$ cat src/rtl/sdac_consts.vh
// Constants for the synthesizer divider and access configuration bank
//
// Contract
// RL1 - 16/17 mode: swallow low 4 bits, main above
// RL2 - Aux powerdown bit: 0 runs, 1 stops, tristates
// RL3 - Auto powerup: frequency word write clears aux powerdown
// RL4 - Chip enable low forces aux loop down
// RL5 - Aux reference divide 12-bit, 3 to 4095
// RL6 - Main pump gain is code plus one units
// RL7 - Host always writes words zero through four
// RL8 - Access bit 0 is one; 1-3 select optionals
// RL9 - Default-mode register forced wholly to defaults
// RL10 - Each optional register selected independently
// RL11 - Defaults: R5, R6 zero; R7 bits 11, 8
// RL12 - Default mode: all listed features read disabled
// RL13 - Aux prescaler select: 0 is 8/9, 1 is 16/17
// RL14 - Auto powerup powers both loops; chip enable gates
// RL15 - Low four bits address; 0111 is word three
`ifndef SDAC_CONSTS_VH
`define SDAC_CONSTS_VH
`define SDAC_WORD_W 24
`define SDAC_ADDR_W0 4'h0
`define SDAC_ADDR_W1 4'h3
`define SDAC_ADDR_W2 4'h5
`define SDAC_ADDR_W3 4'h7
`define SDAC_ADDR_W4 4'h9
`define SDAC_ADDR_W5 4'hb
`define SDAC_ADDR_W6 4'hd
`define SDAC_ADDR_W7 4'hf
`define SDAC_MAIN_PD_BIT 23
`define SDAC_AUX_PD_BIT 23
`define SDAC_AUX_N_MSB 22
`define SDAC_AUX_N_LSB 4
`define SDAC_SWALLOW_W 4
`define SDAC_AUX_R_MSB 15
`define SDAC_AUX_R_LSB 4
`define SDAC_GAIN_MSB 19
`define SDAC_GAIN_LSB 16
`define SDAC_ACC_LSB 20
`define SDAC_AUTO_POWERUP_BIT 23
`define SDAC_AUX_PSEL_BIT 8
`define SDAC_AUX_R_MIN 12'h003
`define SDAC_W5_DEFAULT 24'h00000b
`define SDAC_W6_DEFAULT 24'h00000d
`define SDAC_W7_DEFAULT 24'h00090f
`define SDAC_W7_LOCKDETECT_QUARTER_ADJUST_BIT 13
`define SDAC_W7_AUX_RST_BIT 7
`define SDAC_W7_MAIN_RST_BIT 6
`define SDAC_W7_AUX_TRI_BIT 5
`define SDAC_W7_MAIN_TRI_BIT 4
`endif

$ cat src/rtl/sdac_bank.v
// Serial configuration bank: shift port, register words and derived controls
`timescale 1ns/1ps
`default_nettype none
`include "sdac_consts.vh"
module sdac_bank (
    input wire clk_sys_i,
    input wire reset_i,
    input wire ser_clk_i,
    input wire ser_data_i,
    input wire ser_le_i,
    input wire chip_en_i,
    output reg main_loop_powerdown_o,
    output reg aux_loop_powerdown_o,
    output reg aux_pump_hiz_o,
    output reg main_pump_hiz_o,
    output reg aux_prescaler_16_o,
    output reg [14:0] aux_main_count_o,
    output reg [3:0] aux_swallow_count_o,
    output reg [11:0] aux_ref_div_o,
    output reg aux_ref_div_bad_o,
    output reg [4:0] main_pump_gain_mult_o,
    output reg access_bit0_bad_o,
    output reg [9:0] main_fraction_denominator_o,
    output reg [9:0] main_fraction_numerator_o,
    output reg [1:0] cycle_slip_reduction_o,
    output reg [3:0] fastlock_pump_current_o,
    output reg [13:0] fastlock_timeout_count_o,
    output reg lockdetect_quarter_adjust_o,
    output reg main_counter_reset_o,
    output reg aux_counter_reset_o,
    output reg main_pump_tristate_o,
    output reg aux_pump_tristate_o
);

// ----------------------------------------------------------------
// Pin synchronisers
// ----------------------------------------------------------------
reg [1:0] sck_s_r;
reg [1:0] sdi_s_r;
reg [1:0] sle_s_r;
reg [1:0] ce_s_r;
reg sck_d_r;
reg sle_d_r;
always @(posedge clk_sys_i or posedge reset_i) begin
    if (reset_i) begin
        sck_s_r <= 2'h0;
        sdi_s_r <= 2'h0;
        sle_s_r <= 2'h0;
        ce_s_r <= 2'h0;
        sck_d_r <= 1'b0;
        sle_d_r <= 1'b0;
    end else begin
        sck_s_r <= {sck_s_r[0], ser_clk_i};
        sdi_s_r <= {sdi_s_r[0], ser_data_i};
        sle_s_r <= {sle_s_r[0], ser_le_i};
        ce_s_r <= {ce_s_r[0], chip_en_i};
        sck_d_r <= sck_s_r[1];
        sle_d_r <= sle_s_r[1];
    end
end
wire sck_rise = sck_s_r[1] & ~sck_d_r;
wire le_rise = sle_s_r[1] & ~sle_d_r;
wire ce_on = ce_s_r[1];

// ----------------------------------------------------------------
// Shift register and word store
// ----------------------------------------------------------------
reg [23:0] shift_r;
reg [23:0] w0_r, w1_r, w2_r, w3_r, w4_r, w5_r, w6_r, w7_r;
wire [3:0] addr = shift_r[3:0];
wire wr0 = le_rise && addr == `SDAC_ADDR_W0; // see RL15
wire auto_powerup_fire = wr0 && w4_r[`SDAC_AUTO_POWERUP_BIT] && ce_on; // see RL3 see RL14

always @(posedge clk_sys_i or posedge reset_i) begin
    if (reset_i) begin
        shift_r <= 24'h000000;
        w0_r <= 24'h000000;
        w1_r <= 24'h000000;
        w2_r <= 24'h000000;
        w3_r <= 24'h000000;
        w4_r <= 24'h000000;
        w5_r <= `SDAC_W5_DEFAULT;
        w6_r <= `SDAC_W6_DEFAULT;
        w7_r <= `SDAC_W7_DEFAULT;
    end else begin
        if (sck_rise)
            shift_r <= {shift_r[22:0], sdi_s_r[1]};
        if (le_rise) begin
            // Writes land whatever the access bits; defaults are muxed later
            case (addr)
                `SDAC_ADDR_W0: w0_r <= shift_r;
                `SDAC_ADDR_W1: w1_r <= shift_r;
                `SDAC_ADDR_W2: w2_r <= shift_r;
                `SDAC_ADDR_W3: w3_r <= shift_r; // see RL15
                `SDAC_ADDR_W4: w4_r <= shift_r;
                `SDAC_ADDR_W5: w5_r <= shift_r;
                `SDAC_ADDR_W6: w6_r <= shift_r;
                `SDAC_ADDR_W7: w7_r <= shift_r;
                default: w0_r <= w0_r;
            endcase
        end
        // Auto powerup clears stored powerdown bits; it fires only on a word
        // zero write, so no write to word one or two shares its edge
        if (auto_powerup_fire) begin
            w1_r[`SDAC_MAIN_PD_BIT] <= 1'b0; // see RL14
            w2_r[`SDAC_AUX_PD_BIT] <= 1'b0; // see RL3
        end
    end
end

// ----------------------------------------------------------------
// Access selection of optional words
// ----------------------------------------------------------------
wire [3:0] access = w3_r[`SDAC_ACC_LSB+3:`SDAC_ACC_LSB]; // see RL8
// Each optional word picks its own source, see RL10
wire [23:0] e5 = access[1] ? w5_r : `SDAC_W5_DEFAULT; // see RL9 see RL11
wire [23:0] e6 = access[2] ? w6_r : `SDAC_W6_DEFAULT; // see RL9 see RL11
wire [23:0] e7 = access[3] ? w7_r : `SDAC_W7_DEFAULT; // see RL9 see RL11
wire [18:0] aux_n = w2_r[`SDAC_AUX_N_MSB:`SDAC_AUX_N_LSB];
wire [11:0] aux_r = w3_r[`SDAC_AUX_R_MSB:`SDAC_AUX_R_LSB];
wire [3:0] gain = w3_r[`SDAC_GAIN_MSB:`SDAC_GAIN_LSB];

// ----------------------------------------------------------------
// Output registers
// ----------------------------------------------------------------
always @(posedge clk_sys_i or posedge reset_i) begin
    if (reset_i) begin
        main_loop_powerdown_o <= 1'b1;
        aux_loop_powerdown_o <= 1'b1;
        aux_pump_hiz_o <= 1'b1;
        main_pump_hiz_o <= 1'b1;
        aux_prescaler_16_o <= 1'b0;
        aux_main_count_o <= 15'h0000;
        aux_swallow_count_o <= 4'h0;
        aux_ref_div_o <= 12'h000;
        aux_ref_div_bad_o <= 1'b0;
        main_pump_gain_mult_o <= 5'h01;
        access_bit0_bad_o <= 1'b0;
        main_fraction_denominator_o <= 10'h000;
        main_fraction_numerator_o <= 10'h000;
        cycle_slip_reduction_o <= 2'h0;
        fastlock_pump_current_o <= 4'h0;
        fastlock_timeout_count_o <= 14'h0000;
        lockdetect_quarter_adjust_o <= 1'b0;
        main_counter_reset_o <= 1'b0;
        aux_counter_reset_o <= 1'b0;
        main_pump_tristate_o <= 1'b0;
        aux_pump_tristate_o <= 1'b0;
    end else begin
        // Chip enable first, then the stored bit (already cleared by AUTO_POWERUP)
        aux_loop_powerdown_o <= ~ce_on | w2_r[`SDAC_AUX_PD_BIT]; // see RL2 see RL4
        aux_pump_hiz_o <= ~ce_on | w2_r[`SDAC_AUX_PD_BIT]; // see RL2
        main_loop_powerdown_o <= ~ce_on | w1_r[`SDAC_MAIN_PD_BIT]; // see RL14
        main_pump_hiz_o <= ~ce_on | w1_r[`SDAC_MAIN_PD_BIT];
        aux_prescaler_16_o <= w4_r[`SDAC_AUX_PSEL_BIT]; // see RL13
        if (w4_r[`SDAC_AUX_PSEL_BIT]) begin
            aux_main_count_o <= aux_n[18:4]; // see RL1
            aux_swallow_count_o <= aux_n[3:0];
        end else begin
            aux_main_count_o <= {1'b0, aux_n[16:3]};
            aux_swallow_count_o <= {1'b0, aux_n[2:0]};
        end
        aux_ref_div_o <= aux_r; // see RL5
        aux_ref_div_bad_o <= aux_r < `SDAC_AUX_R_MIN; // see RL5
        main_pump_gain_mult_o <= {1'b0, gain} + 5'h01; // see RL6
        access_bit0_bad_o <= ~access[0]; // see RL8
        main_fraction_denominator_o <= e5[23:14]; // see RL12
        main_fraction_numerator_o <= e5[13:4];
        cycle_slip_reduction_o <= e6[23:22];
        fastlock_pump_current_o <= e6[21:18];
        fastlock_timeout_count_o <= e6[17:4];
        lockdetect_quarter_adjust_o <= e7[`SDAC_W7_LOCKDETECT_QUARTER_ADJUST_BIT];
        aux_counter_reset_o <= e7[`SDAC_W7_AUX_RST_BIT];
        main_counter_reset_o <= e7[`SDAC_W7_MAIN_RST_BIT];
        aux_pump_tristate_o <= e7[`SDAC_W7_AUX_TRI_BIT];
        main_pump_tristate_o <= e7[`SDAC_W7_MAIN_TRI_BIT];
    end
end
endmodule
`default_nettype wire

$ cat config.mk
export PLATFORM = sky130hd
export DESIGN_NAME = sdac_bank
export DESIGN_NICKNAME = d
export VERILOG_FILES = /design/src/rtl/sdac_bank.v
export VERILOG_INCLUDE_DIRS = /design/src /design/src/rtl
export SDC_FILE = /design/constraint.sdc
export NUM_CORES = 1
export LEC_CHECK = 0
export BUFFER_PORTS_ARGS = -buffer_cell sky130_fd_sc_hd__buf_2
export CORE_ASPECT_RATIO = 0.6
export CORE_MARGIN = 5
export CORE_UTILIZATION = 51
export DETAILED_ROUTE_END_ITERATION = 6
export PLACE_DENSITY_LB_ADDON = 0.3
export SYNTH_ARGS = -nofsm -noshare
export SYNTH_HDL_FRONTEND = slang
export SYNTH_SLANG_ARGS = --single-unit
$ cat constraint.sdc
create_clock -name clk_sys_i -period 7 [get_ports clk_sys_i]
set_clock_uncertainty 0.2 [all_clocks]
set_input_delay 0.7 -clock clk_sys_i [delete_from_list [all_inputs] [get_ports clk_sys_i]]
set_output_delay 0.7 -clock clk_sys_i [all_outputs]
set_load 0.005 [all_outputs]
==> impl_metrics.ini <==
[timing]
tightest_slew_ps = 1230
period_needed_ps = 2470
hold_viol_final = 0
slew-limit-headroom = 0.182
finalWorstSetupSlack_ps = 4530
fin_tns_setup_ps = 0
rsz0062_at_grt = false
slew_violations = 0
holdWs_ps = 130
setup_viol = 0
fmax_mhz = 405
period_share = 0.353

[clocking]
cts.path.max_buffers = 3
cts_tree = yes
cts_setup_buffers = 0
hold_buffers = 0
cts_buffers = 19
cts_root_buffer = clkbuf_16
clk_pin_slew_ps = 70
clock_sinks = 208
clk_latency_ps = 480
cts_resized = 0
htreeDepth = 1

[power]
clockPowerShare = 0.380
comb_power_share = 0.093
max-vdd-ir-drop_mv = 0.201
netSwitchingFraction = 0.242
power_frac_seq = 0.527
power_density_nw_per_um2 = 340
internal_power_mw = 2.20
cellLeakagePower_nw = 4.51
power_switching_uw = 703

[run_status]
run_status = finished, final reports clean

[grt]
grt_max_degree = 127
grt_overflow = 0
grt_use_total = 0.168
grt_pass1_wl_um = 21900
grt_pass1_vias = 4005
antenna_found_initial = 0

[worst_setup_path]
crit_required_ps = 7160
timing.rr.end = w6_r[17]
slowest_stage = nor2_2
cp_slowest_stage_delay_ps = 980
endpoint_kind = flop
reg2regPathDepth = 3
critPathLaunch = shift_r[1]
cp-start-kind = flop
r2r_start = shift_r[1]
path_class = flop to flop
worstPathCellList = nand3b_1, nor2_2, mux2_2
crit_fanout = 20
cp.arrival_ps = 2630
regToRegSetupSlack_ps = 4530

[yosys]
ys_seq_area_frac = 0.717
synth_area_um2 = 7270
synth_cell_types = 28
avgSynthCellArea_um2 = 16.7
yosys.area.top_type = dfrtp_1
synth-edff-count = 0
ys_ff_latch = 208
syn_inst = 434
ys.flop_type = dfrtp_1
synth_area_leaders = dfrtp_1 (71%), mux2_2 (19%), and2_1 (4.0%)
synth_top_area_frac = 0.706
synth_commonest_cells = dfrtp_1 (205), mux2_2 (124), and2_1 (47), buf_2 (8)
async_flop_share = 1.00
synthesis.nets = 441
yosysWarnings = 0
yosysMostFrequentCell = dfrtp_1

[die]
start_util = 0.527
die_h_um = 102
die_w_um = 164
core_um2 = 13800
die_area_um2 = 16800
row_count = 33
io_pins = 94

[detailed_routing]
routed_via_density = 5.07
drtPass1Iterations = 4
ant_nets = 0
drtIter0Drc = 166
vias = 3725
detail_route.wl_per_cell_um = 18.5
drc_errors = 0
routed_wl_um = 13500

[finish]
layout.nets = 537
seq_area_um2 = 5210
utilization = 0.620
diodes = 0
multiInputGateArea_um2 = 1920
design_area_um2 = 8550
n_fill_cell = 1049
drive_above_1_share = 0.480
area_growth_pct = 17.6

[place]
port_buffers = 93
place.gp.congestion = 0.774
postPlaceCellArea_um2 = 7880
hpwl_um = 8300
pre_cts_ws_ps = 4250

[flow_run]
drv_cap = 0

[hold_path]
min_to = ce_s_r[0]
hold_start = chip_en_i
holdCritPathClass = input port to flop
hold_path_depth = 1
placed cells by master, fill, tap and decap left out, types with 3 or more instances in the layout:
cell | synthesis | final
dfrtp_1 | 205 | 205
nand3b_1 | 3 | 3
dfstp_2 | 3 | 3
inv_1 | 5 | 4
buf_2 | 8 | 93
clkinv_2 | 0 | 3
and2_1 | 47 | 47
bufinv_16 | 0 | 4
mux2_2 | 124 | 124
nand2b_1 | 3 | 3
clkbuf_16 | 0 | 19
power groups by stage:
| stage | logic, mW | clock network [mW] | registers (mW) |
|---|---|---|---|
| final | 0.270 | 1.10 | 1.53 |
| after global routing | 0.301 | 1.17 | 1.55 |
| after CTS | 0.278 | 1.13 | 1.53 |
| after detailed placement | 0.276 | 0 | 1.55 |
| after global placement | 0.265 | 0 | 1.54 |
| after floorplan | 0.204 | 0 | 1.48 |
cell type report:
type,count,area share
Sequential cell,208,0.609
Clock buffer,23,0.0597
Clock inverter,10,0.0186
Timing Repair Buffer,95,0.0562
Inverter,5,0.00307
Multi-Input combinational cell,201,0.225
Tap cell,192,0.0281
how the worst max path moves through the flow:
stage / cells past startpoint / endpoint
2_1_floorplan: 1 / access_bit0_bad_o
3_5_place_dp: 3 / aux_swallow_count_o[1]
6_report: 3 / w6_r[17]
4_1_cts: 3 / w6_r[7]
5_1_grt: 3 / w6_r[16]
3_3_place_gp: 3 / aux_swallow_count_o[0]
through the flow:
step	instances	power (mW)
finish	734	2.90
global route	734	3.03
CTS	734	2.94
detailed placement	701	1.83
global placement	701	1.81
floorplan	434	1.68
metal layers:
layer	wire length [um]	global-route usage	vias to the layer above	share of wire
li1	-	-	1665	-
met1	6800	0.259	1956	0.50
met2	5800	0.248	83	0.43
met3	650	0.0331	21	0.048
met4	290	0.0438	0	0.021
met5	0	0	-	0
worst max-delay path, delay by kind of cell, from the launching register on:
family / cells / cell delay (ps)
DFF: 1 / 440
muxes: 1 / 430
and+or+nand+nor: 2 / 1280
state kept, by name (all words and copies together) (netlist names), 2 cells and up:
register / count
cycle_slip_reduction_o: 2
aux_main_count_o: 15
main_fraction_numerator_o: 10
w7_r: 5
w3_r: 20
w6_r: 20
shift_r: 24
main_fraction_denominator_o: 10
sdi_s_r: 2
ce_s_r: 2
aux_ref_div_o: 12
aux_swallow_count_o: 4
fastlock_timeout_count_o: 14
sle_s_r: 2
w2_r: 20
main_pump_gain_mult_o: 5
w5_r: 20
sck_s_r: 2
fastlock_pump_current_o: 4
w4_r: 2
logic make-up (layout without fill, tap and decap cells):
kind of cell	after synthesis	count (layout)	synth area share
flip-flops	208	208	0.717
multiplexers	124	124	0.192
AND/OR/NAND/NOR	69	69	0.0615
buffers and inverters	25	133	0.0195
AO/OA/AOI/OAI	5	5	0.00603
XOR/XNOR	2	2	0.00241
adder cells (fa/ha/maj)	1	1	0.00172
No activity file was read; power rests on OpenSTA's default activity.
